===== config.mk =====
export PLATFORM = sky130hd
export DESIGN_NAME = adc_scan_seq_ctrl
export DESIGN_NICKNAME = d
export VERILOG_FILES = /design/src/adc_seq_pkg.sv /design/src/adc_scan_seq_ctrl.sv /design/src/scan_group_tracker.sv
export SDC_FILE = /design/constraint.sdc
export NUM_CORES = 1
export LEC_CHECK = 0
export BUFFER_PORTS_ARGS = -buffer_cell sky130_fd_sc_hd__buf_2
export CORE_AREA = 2 2 90 92
export CTS_CLUSTER_DIAMETER = 150
export DETAILED_ROUTE_END_ITERATION = 6
export DIE_AREA = 0 0 92 94
export GPL_TIMING_DRIVEN = 0
export HOLD_SLACK_MARGIN = 0.08
export PLACE_DENSITY = 0.82
export SYNTH_ARGS = -nofsm -noshare
export SYNTH_HDL_FRONTEND = slang
export SYNTH_SLANG_ARGS = --single-unit

===== constraint.sdc =====
create_clock -name mclk -period 2 [get_ports mclk]
set_clock_uncertainty 0.15 [all_clocks]
set_input_delay 0.1 -clock mclk [delete_from_list [all_inputs] [get_ports mclk]]
set_output_delay 0.1 -clock mclk [all_outputs]
set_load 0.01 [all_outputs]

===== src/adc_seq_pkg.sv =====
// Shared constants, layouts and types for the scan sequencing control.
// Assumes a single converter clock domain; all users import this package.

package adc_seq_pkg;

	// ----------------------------------------------------------------
	// Sizes and timing
	// ----------------------------------------------------------------
	localparam int NUM_GROUPS = 9;
	localparam int CLK_PERIOD_NS = 50;
	localparam int REARM_GAP_NS = 50;
	localparam int REARM_GAP_CYC = (REARM_GAP_NS + CLK_PERIOD_NS - 1) / CLK_PERIOD_NS;
	localparam int SAMP_CNT_W = 4;

	// ----------------------------------------------------------------
	// Register map, byte addresses
	// ----------------------------------------------------------------
	localparam logic [7:0] CTRL_OFFS = 8'h00;
	localparam logic [7:0] STATE_OFFS = 8'h04;
	localparam logic [7:0] BUSY_OFFS = 8'h08;
	localparam logic [7:0] IRQ_STAT_OFFS = 8'h0C;
	localparam logic [7:0] IRQ_MASK_OFFS = 8'h10;

	// ----------------------------------------------------------------
	// Field layouts
	// ----------------------------------------------------------------
	localparam int CTRL_W = 10;
	localparam logic [CTRL_W-1:0] CTRL_RESET = 10'h010;
	localparam int STATE_W = 13;
	localparam int IRQ_W = NUM_GROUPS + 1;
	localparam int IRQ_IGNORED_BIT = NUM_GROUPS;
	localparam logic [IRQ_W-1:0] IRQ_RESET = 10'h000;

	typedef struct packed {
		logic [1:0] diag_voltage_select;
		logic combine_or;
		logic diag_voltage_load_enable;
		logic da_ad_interference_reduce;
		logic sync_operation_control;
		logic constant_sampling_mode;
		logic compare_window_b_enable;
		logic compare_window_a_enable;
		logic double_trigger_enable;
	} ctrl_t;

	typedef enum logic [2:0] {
		SAMP_IDLE = 3'b001,
		SAMP_RUN = 3'b010,
		SAMP_REINIT = 3'b100
	} samp_state_t;

	typedef struct packed {
		logic [SAMP_CNT_W-1:0] samp_count;
		samp_state_t samp_state;
		logic [1:0] diag_applied;
		logic compare_combined_monitor;
		logic compare_window_b_monitor;
		logic compare_window_a_monitor;
		logic pair_first;
	} state_t;

endpackage : adc_seq_pkg


===== src/adc_scan_seq_ctrl.sv =====
// Scan sequencing control with an Avalon-MM register slave.
// Assumes triggers, done pulses and compare results come from mclk logic.

`timescale 1ns/1ps
`default_nettype none

module adc_scan_seq_ctrl #(
	parameter int NG = adc_seq_pkg::NUM_GROUPS
) (
	input wire logic mclk,
	input wire logic ce,
	input wire logic reset,
	input wire logic [7:0] avs_address,
	input wire logic avs_read,
	input wire logic avs_write,
	input wire logic [31:0] avs_writedata,
	input wire logic [3:0] avs_byteenable,
	output logic [31:0] avs_readdata,
	output logic avs_waitrequest,
	input wire logic [NG-1:0] scan_trigger,
	input wire logic [NG-1:0] scan_done,
	input wire logic cmp_valid,
	input wire logic cmp_a_hit,
	input wire logic cmp_b_hit,
	output logic [NG-1:0] scan_start,
	output logic scan_first,
	output logic [1:0] diag_voltage,
	output logic sync_enable,
	output logic da_ad_reduce,
	output logic sampling_enable,
	output logic sampling_reinit,
	output logic irq
);
	import adc_seq_pkg::*;

	// ----------------------------------------------------------------
	// Helpers
	// ----------------------------------------------------------------
	function automatic logic [31:0] be_merge(input logic [31:0] old_v,
		input logic [31:0] new_v, input logic [3:0] be);
		logic [31:0] r;
		r = old_v;
		for (int i = 0; i < 4; i++) begin
			if (be[i]) begin
				r[i*8 +: 8] = new_v[i*8 +: 8];
			end
		end
		return r;
	endfunction : be_merge

	function automatic logic addr_hit(input logic [7:0] a, input logic [7:0] offs);
		return a == offs;
	endfunction : addr_hit

	// ----------------------------------------------------------------
	// Declarations
	// ----------------------------------------------------------------
	logic ack_q, ack_d;
	logic [31:0] rdata_q, rdata_d;
	logic [31:0] rmux;
	logic wr_en, rd_start;
	ctrl_t ctrl_q, ctrl_d;
	logic [IRQ_W-1:0] mask_q, mask_d;
	logic [IRQ_W-1:0] istat_q, istat_d;
	logic [IRQ_W-1:0] iset, iclr;
	logic [31:0] ctrl_wr, mask_wr;
	state_t st;
	logic dbl_prev_q;
	logic pair_first_q, pair_first_d;
	logic dbl_rise, first_now, any_accept;
	logic mon_a_q, mon_a_d, mon_b_q, mon_b_d, mon_c_q, mon_c_d;
	logic [1:0] diag_q, diag_d;
	samp_state_t samp_q, samp_d;
	logic [SAMP_CNT_W-1:0] scnt_q, scnt_d;
	logic [NG-1:0] start_q, start_d;
	logic first_q, first_d;
	logic [NG-1:0] accept, ignored, ended, busy;

	// ----------------------------------------------------------------
	// Scan group tracking
	// ----------------------------------------------------------------
	scan_group_tracker #(.NG(NG)) u_groups (
		.mclk(mclk),
		.ce(ce),
		.reset(reset),
		.trig(scan_trigger),
		.done(scan_done),
		.accept(accept),
		.ignored(ignored),
		.ended(ended),
		.busy_q(busy)
	);

	// ----------------------------------------------------------------
	// Avalon-MM slave
	// ----------------------------------------------------------------
	// One wait cycle on every access; frozen clock enable keeps it waiting
	assign avs_waitrequest = (avs_read | avs_write) & ~(ack_q & ce);
	assign avs_readdata = rdata_q;

	always_comb begin
		st.samp_count = scnt_q;
		st.samp_state = samp_q;
		st.diag_applied = diag_q;
		st.compare_combined_monitor = mon_c_q;
		st.compare_window_b_monitor = mon_b_q;
		st.compare_window_a_monitor = mon_a_q;
		st.pair_first = pair_first_q;
		rmux = 32'h0000_0000;
		if (avs_address[1:0] == 2'b00) begin
			case (avs_address)
				CTRL_OFFS: rmux = 32'(ctrl_q);
				STATE_OFFS: rmux = 32'(st);
				BUSY_OFFS: rmux = 32'(busy);
				IRQ_STAT_OFFS: rmux = 32'(istat_q);
				IRQ_MASK_OFFS: rmux = 32'(mask_q);
				default: rmux = 32'h0000_0000;
			endcase
		end
		rd_start = avs_read & ~ack_q;
		wr_en = avs_write & ack_q;
		ack_d = (avs_read | avs_write) & ~ack_q;
		rdata_d = rd_start ? rmux : rdata_q;
	end

	always_ff @(posedge mclk) begin
		if (reset) begin
			ack_q <= 1'b0;
			rdata_q <= 32'h0000_0000;
		end else if (ce) begin
			ack_q <= ack_d;
			rdata_q <= rdata_d;
		end
	end

	// ----------------------------------------------------------------
	// Control, mask and interrupt status
	// ----------------------------------------------------------------
	always_comb begin
		ctrl_wr = be_merge(32'(ctrl_q), avs_writedata, avs_byteenable);
		mask_wr = be_merge(32'(mask_q), avs_writedata, avs_byteenable);
		ctrl_d = ctrl_q;
		mask_d = mask_q;
		iclr = '0;
		if (wr_en && addr_hit(avs_address, CTRL_OFFS)) begin
			ctrl_d = ctrl_t'(ctrl_wr[CTRL_W-1:0]);
		end
		if (wr_en && addr_hit(avs_address, IRQ_MASK_OFFS)) begin
			mask_d = mask_wr[IRQ_W-1:0];
		end
		if (wr_en && addr_hit(avs_address, IRQ_STAT_OFFS)) begin
			iclr = avs_writedata[IRQ_W-1:0] & {{(IRQ_W-8){avs_byteenable[1]}},
				{8{avs_byteenable[0]}}};
		end
		// Group end flags feed software's retrigger spacing
		iset = {|ignored, ended};
		// Set wins over a clear in the same cycle
		istat_d = (istat_q & ~iclr) | iset;
	end

	always_ff @(posedge mclk) begin
		if (reset) begin
			ctrl_q <= ctrl_t'(CTRL_RESET);
			mask_q <= IRQ_RESET;
			istat_q <= IRQ_RESET;
		end else if (ce) begin
			ctrl_q <= ctrl_d;
			mask_q <= mask_d;
			istat_q <= istat_d;
		end
	end

	assign irq = |(istat_q & mask_q);

	// ----------------------------------------------------------------
	// Diagnosis voltage, double trigger, compare monitors
	// ----------------------------------------------------------------
	always_comb begin
		diag_d = diag_q;
		// Select only takes effect when the load bit was already set
		if (wr_en && addr_hit(avs_address, CTRL_OFFS) && ctrl_q.diag_voltage_load_enable
			&& avs_byteenable[1]) begin
			diag_d = avs_writedata[9:8];
		end
		any_accept = |accept;
		dbl_rise = ctrl_q.double_trigger_enable & ~dbl_prev_q;
		first_now = dbl_rise | pair_first_q;
		if (!ctrl_q.double_trigger_enable) begin
			pair_first_d = 1'b1;
		end else if (any_accept) begin
			pair_first_d = ~first_now;
		end else begin
			pair_first_d = first_now;
		end
		start_d = accept;
		first_d = any_accept & ctrl_q.double_trigger_enable & first_now;
		mon_a_d = mon_a_q;
		mon_b_d = mon_b_q;
		mon_c_d = mon_c_q;
		if (!ctrl_q.compare_window_a_enable && !ctrl_q.compare_window_b_enable) begin
			mon_a_d = 1'b0;
			mon_b_d = 1'b0;
			mon_c_d = 1'b0;
		end else if (cmp_valid) begin
			mon_a_d = ctrl_q.compare_window_a_enable & cmp_a_hit;
			mon_b_d = ctrl_q.compare_window_b_enable & cmp_b_hit;
			mon_c_d = ctrl_q.combine_or ? (mon_a_d | mon_b_d) : (mon_a_d & mon_b_d);
		end
	end

	always_ff @(posedge mclk) begin
		if (reset) begin
			diag_q <= 2'h0;
			dbl_prev_q <= 1'b0;
			pair_first_q <= 1'b1;
			start_q <= '0;
			first_q <= 1'b0;
			mon_a_q <= 1'b0;
			mon_b_q <= 1'b0;
			mon_c_q <= 1'b0;
		end else if (ce) begin
			diag_q <= diag_d;
			dbl_prev_q <= ctrl_q.double_trigger_enable;
			pair_first_q <= pair_first_d;
			start_q <= start_d;
			first_q <= first_d;
			mon_a_q <= mon_a_d;
			mon_b_q <= mon_b_d;
			mon_c_q <= mon_c_d;
		end
	end

	// ----------------------------------------------------------------
	// Constant sampling state
	// ----------------------------------------------------------------
	// Reinit lasts one cycle; re-enabling sooner is only seen afterwards
	always_comb begin
		samp_d = samp_q;
		scnt_d = scnt_q;
		case (samp_q)
			SAMP_IDLE: begin
				if (ctrl_q.constant_sampling_mode) begin
					samp_d = SAMP_RUN;
				end
			end
			SAMP_RUN: begin
				if (!ctrl_q.constant_sampling_mode) begin
					samp_d = SAMP_REINIT;
					scnt_d = '0;
				end else if (any_accept && scnt_q != '1) begin
					scnt_d = scnt_q + 1'b1;
				end
			end
			SAMP_REINIT: begin
				samp_d = SAMP_IDLE;
				scnt_d = '0;
			end
			default: begin
				samp_d = SAMP_IDLE;
				scnt_d = '0;
			end
		endcase
	end

	always_ff @(posedge mclk) begin
		if (reset) begin
			samp_q <= SAMP_IDLE;
			scnt_q <= '0;
		end else if (ce) begin
			samp_q <= samp_d;
			scnt_q <= scnt_d;
		end
	end

	// ----------------------------------------------------------------
	// Outputs
	// ----------------------------------------------------------------
	assign scan_start = start_q;
	assign scan_first = first_q;
	assign diag_voltage = diag_q;
	assign sync_enable = ctrl_q.sync_operation_control;
	assign da_ad_reduce = ctrl_q.da_ad_interference_reduce;
	assign sampling_enable = (samp_q == SAMP_RUN);
	assign sampling_reinit = (samp_q == SAMP_REINIT);
endmodule : adc_scan_seq_ctrl

`default_nettype wire


===== src/scan_group_tracker.sv =====
// Per scan group busy tracking and start trigger acceptance.
// Assumes triggers and done pulses are one-cycle pulses on mclk.

`timescale 1ns/1ps
`default_nettype none

module scan_group_tracker #(
	parameter int NG = adc_seq_pkg::NUM_GROUPS
) (
	input wire logic mclk,
	input wire logic ce,
	input wire logic reset,
	input wire logic [NG-1:0] trig,
	input wire logic [NG-1:0] done,
	output logic [NG-1:0] accept,
	output logic [NG-1:0] ignored,
	output logic [NG-1:0] ended,
	output logic [NG-1:0] busy_q
);
	import adc_seq_pkg::*;

	logic [NG-1:0] busy_d;

	// ----------------------------------------------------------------
	// Acceptance
	// ----------------------------------------------------------------
	// A trigger meeting a running scan is dropped, not queued
	always_comb begin
		accept = trig & ~busy_q;
		ignored = trig & busy_q;
		ended = done & busy_q;
		busy_d = (busy_q & ~done) | accept;
	end

	always_ff @(posedge mclk) begin
		if (reset) begin
			busy_q <= '0;
		end else if (ce) begin
			busy_q <= busy_d;
		end
	end
endmodule : scan_group_tracker

`default_nettype wire

== Yosys cells after proc, flatten, opt, wreduce, memory -nomap -nowiden ==
Index checks and enable logic that the tools add are counted.
Widths: inputs -> output; s select.

* Register bits: 96
* Input port bits: 70
* Output and inout port bits: 50
* Logic and storage cells: 110

* Add/sub/neg operators: 1
* Equal/unequal tests: 11
* Mux-type cells: 18
* Bitwise logic cells: 31
* Reductions and logical operators: 24

{| class="wikitable"
|+ Operator list
! operator !! number
|-
| $pmux 13 s5 || 1
|-
| $and 9x9->9 || 4
|-
| $and 10x10->10 || 3
|-
| $not 9->9 || 2
|-
| $reduce_and 3->1 || 6
|-
| $reduce_or 9->1 || 2
|-
| $eq 8x4->1 const B || 2
|-
| $mux 13 || 1
|-
| $and 1x1->1 || 11
|-
| $mux 10 || 1
|-
| $not 10->10 || 1
|-
| $or 10x10->10 || 1
|-
| $reduce_or 10->1 || 1
|-
| $mux 1 || 9
|-
| $or 9x9->9 || 1
|-
| $eq 8x3->1 const B || 1
|-
| $eq 8x5->1 const B || 1
|-
| $logic_not 8->1 || 1
|-
| $mux 4 || 2
|-
| $pmux 4 s2 || 1
|-
| $logic_and 1x1->1 || 7
|-
| $mux 3 || 2
|-
| $pmux 3 s2 || 1
|-
| $reduce_and 2->1 || 3
|-
| other kinds (12) || 20
|}

== Longest topological paths before layout ==
* Word-level depth: 7
* Depth in mapped cells: 7
* Depth with buffers taken out: 5

== Modules after synthesis ==
Synthesis repeated with hierarchy kept, for this count alone.

* Cells, all modules: 456
* Area, all modules: 3,953.8 um^2

{| class="wikitable"
|+ By module, submodules not included
! module !! times used !! cells each !! area an instance (um^2) !! seq. area each (um^2)
|-
| adc_scan_seq_ctrl || 1 || 397 || 3,440.8 || 1,361.3
|-
| scan_group_tracker || 1 || 59 || 513.0 || 180.2
|}

== Worst setup path after synthesis ==
No wires, ideal clock.

* Kind: register to register
* Start: reg u_groups.busy_q[8]
* End: reg scnt_q[3]
* Setup time: 103 ps
* Data arrival time: 1,513 ps
* Data required time: 1,747 ps
* Path slack: 234 ps
* Cell stages (with the launch flop): 6
* Buffers on the path: 0
* Clock period less this slack: 1,766 ps
* Cells stage by stage: dfxtp_1 -> nor2b_1 -> or3_4 -> nor4_4 -> nor4_1 -> a2111oi_2

* Longest elaborated chain between the ends: 6

{| class="wikitable"
|+ Ends and longest elaborated chain
! item !! line !! RTL
|-
| from (decl) || scan_group_tracker.sv:18 || <nowiki>output logic [NG-1:0] busy_q</nowiki>
|-
| from (signal assigned) || scan_group_tracker.sv:39 || <nowiki>busy_q <= busy_d;</nowiki>
|-
| $not 9->9 || scan_group_tracker.sv:29 || <nowiki>accept = trig & ~busy_q;</nowiki>
|-
| $and 9x9->9 || scan_group_tracker.sv:29 ||
|-
| $reduce_or 9->1 || adc_scan_seq_ctrl.sv:185 || <nowiki>any_accept = |accept;</nowiki>
|-
| $logic_and 1x1->1 || adc_scan_seq_ctrl.sv:250 || <nowiki>end else if (any_accept && scnt_q != '1) begin</nowiki>
|-
| $ne 3x2->1 (no source line) || - ||
|-
| $reduce_and 3->1 (no source line) || - ||
|-
| to (signal assigned) || adc_scan_seq_ctrl.sv:271 || <nowiki>scnt_q <= scnt_d;</nowiki>
|-
| to (decl) || adc_scan_seq_ctrl.sv:74 || <nowiki>logic [SAMP_CNT_W-1:0] scnt_q, scnt_d;</nowiki>
|}

Every way passes these cells.
A chain may end at the register's enable or synchronous reset.

== Worst setup path after layout ==
* Start: in scan_trigger[5]
* End: reg scnt_q[2]

* Longest elaborated chain between the ends: 5

{| class="wikitable"
|+ Ends and longest elaborated chain
! item !! line !! RTL
|-
| from (decl) || adc_scan_seq_ctrl.sv:20 || <nowiki>input wire logic [NG-1:0] scan_trigger,</nowiki>
|-
| $and 9x9->9 || scan_group_tracker.sv:29 ||
|-
| $reduce_or 9->1 || adc_scan_seq_ctrl.sv:185 ||
|-
| $logic_and 1x1->1 || adc_scan_seq_ctrl.sv:250 ||
|-
| $ne 3x2->1 (no source line) || - ||
|-
| $reduce_and 3->1 (no source line) || - ||
|}

Every way passes these cells.

==> run metrics <==
outcome=complete, no violations; Post-route DRC=0; top_reg_cell synth=dfxtp_1; worst path bufs/invs=4; Die Span Y=approximately 94 um; #FFs+latches synth=77; RSZ-0062 raised after global routing=true; FF/Latch Area=1550 um2; setup TNS=0 ns; Peak VDD IR=0.414 mV; delay-heaviest family, CP=buffers and inverters; sequential share of the synthesized area=40.0%; pre-CTS setup slack=-0.104 ns; Leak=2.20 nW; Yosys warnings=0; Max Cap Violations=0; Cells after Synth=437; Clock transition at path regs=0.08 ns; CP Cell Sequence=dlygate4sd3_1 > buf_2 > inv_1 > o2111ai_2 > nor4_4 > buf_6 > or3b_1 > a2111oi_2; number of fillers in the final layout=609; fin. max-slew vios=0; leading cell types by count after synthesis=dfxtp_1 (77), nor2_1 (50), mux2i_1 (40), nand2_1 (40), a21oi_1 (38); Die ar.=between 8000 and 9000 um2; nets=651; worst setup margin=0.101 ns; CP max stage cell=dlygate4sd3_1; drt total wl=11500 um; Routability Congestion=approximately 0.93; syn_area_per_cell=8.82 um2; CORE AREA=7610 um2; Seq pwr share=49.7%; WS Path Type=in2reg; area taken by multi-input logic gates=~2100 um2; PortBufs=73; Area contributors post-synth=dfxtp_1 (40%), mux2i_1 (10%), a21oi_1 (4.9%), nor2_1 (4.9%), nand2_1 (3.9%); Antenna diodes=0; worst-path maximum fanout=8; Ports=120; Synth cell types=55; latest clock arrival within the worst-skew pair=0.35 ns; Worst Reg-to-Reg Cells=5; CP Depth=8; largest net degree at the start of global routing=13; maximum clock rate=0.527 GHz; final critical-path share of the clock period=between 90% and 100%; hold_sp=reset; TritonCTS clock tree=built; min Tclk post-route=1.90 ns; Total GRT Usage=26.3%; first-pass GRT wire length=17700 um; Data required, critical path=2.10 ns; Hold WC Path Type=in2reg; Post-DRT Antenna Nets=0; critical path arrival=2.00 ns; Critical Path Sink Type=register; deepest clock path buffer count=2; Initial DRC Count=~440; Final Setup Violations=0; layout cell share with drive strength beyond 1=23.8%; initial antenna violation count=0; Synth top area share=40.0%; slew margin rel.=between 50 and 60%; Mapped Area=3850 um2; Worst setup SP type=primary input; internal reg-to-reg setup slack=around 0.11 ns; FP Rows=32; switching pwr=0.000829 W; Sw Share=25.8%; clock share of power=37.3%; Layout area overhead=30.8%; number of H-tree levels=3; Worst-Margin Slew=~0.65 ns; Clock Tree Root=clkbuf_8; TritonCTS Buffers=9; vias in the first global route=3601; Worst R2R Start=u_groups.busy_q[5]; Post-synth EDFFs=0; DRT Pass-1 Iters=6; Die W=92 um; P_int=0.00239 W; Final HPWL DP=8250 um; grt total ovfl=0; Hold Path Stages=2; DR vias/cell=5.69; CTS sink cnt=77; slowest stage delay, CP=roughly 0.52 ns; P per Cell Area=638 nW/um2; Final Hold Viols=0; Synth async-reset ratio=0%; most frequent cell after synthesis=dfxtp_1; crit path from=scan_trigger[5]; largest area contributor in the netlist=dfxtp_1; DR WL/cell=roughly 17 um; power share of the combinational group=13.0%; Initial Util=roughly half; routed vias=3896
-- power groups by stage --
stage	Sequential [W]	Clock [W]	Combinational, W
after floorplan	0.00163	0	0.000214
final	0.00160	0.00120	0.000418
after detailed placement	0.00163	0	0.000347
after global placement	0.00163	0	0.000343
after CTS	0.00160	0.00120	0.000404
after global routing	0.00160	0.00127	0.000449
-- what timing repair did --
item | CTS | global route
pin swaps | 1 | 2
hold buffers | 37 | 0
setup endpoints to repair | 2 | 9
hold endpoints to repair | 56 | 0
setup buffers | 2 | 2
gates resized for setup | 3 | 12
-- kinds of logic after synthesis --
family	after synthesis	synth area share (%)
AO/OA/AOI/OAI	95	16.7
adder cells (fa/ha/maj)	1	0.325
buffers and inverters	46	6.63
flip-flops	77	40.0
multiplexers	40	10.4
other	1	0.0973
AND/OR/NAND/NOR	177	25.9
-- metal layers --
| metal | global-route usage [%] | vias up | part of all wire [%] |
|---|---|---|---|
| met5 | 0 | - | 0 |
| met4 | 12.7 | 0 | 2.9 |
| li1 | - | 1828 | - |
| met3 | 4.74 | 36 | 9.1 |
| met2 | 44.7 | 244 | 48 |
| met1 | 32.1 | 1788 | 40 |
-- final timing paths --
path / end
worst min register to register: ctrl_q[9]
worst min-delay path: scnt_q[3]
worst max-delay path: scnt_q[2]
worst max register to register: scnt_q[2]
-- sequential cells by signal, indices dropped and copies added (netlist names) --
| register | cells |
|---|---|
| mon_a_q | 1 |
| dbl_prev_q | 1 |
| ack_q | 1 |
| scan_start | 9 |
| mask_q | 10 |
| diag_voltage | 2 |
| samp_q | 3 |
| avs_readdata | 13 |
| pair_first_q | 1 |
| scan_first | 1 |
| istat_q | 10 |
| scnt_q | 4 |
| mon_b_q | 1 |
| da_ad_reduce | 1 |
| u_groups.busy_q | 9 |
| ctrl_q | 8 |
| sync_enable | 1 |
| mon_c_q | 1 |
-- area by class of cell --
type / instances / area share [%]
multi-input combinational: 332 / 42.4
tap: 102 / 2.53
timing repair buffer: 114 / 15.3
clock inverter: 3 / 0.919
sequential: 77 / 30.7
clock buffer: 11 / 3.00
buffer: 42 / 4.84
inverter: 4 / 0.298
-- through the flow --
stage,cells,instance area (um2),util (%),total power [W],hold slack (ns)
3_3_place_gp,630,4410,58.0,0.00197,0.218
4_1_cts,683,5000,65.8,0.00320,0.0820
6_report,685,5040,66.2,0.00322,0.0889
3_5_place_dp,630,4410,58.0,0.00198,0.229
5_1_grt,685,5040,66.2,0.00332,0.104
2_1_floorplan,455,3920,-,0.00184,0.0939
-- cell usage in the layout, fill, tap and decap left out, types with 8 or more instances in the layout --
master,instances
buf_2,76
dfxtp_1,74
nor2_1,50
nand2_1,40
mux2i_1,40
a21oi_1,38
dlygate4sd3_1,37
buf_4,22
nand2b_1,21
conb_1,19
clkbuf_1,14
nand3_1,12
a22o_1,11
a32oi_1,11
clkbuf_8,11
o22ai_1,10
nor2b_1,9
a22oi_1,8
-- worst register-to-register path, cell delays in order (launching register included) --
cell	delay, ns
dfxtp_1	0.38
o2111ai_2	0.30
nor4_4	0.08
buf_6	0.14
or3b_1	0.39
a2111oi_2	0.35
(Power assumes the default switching activity.)
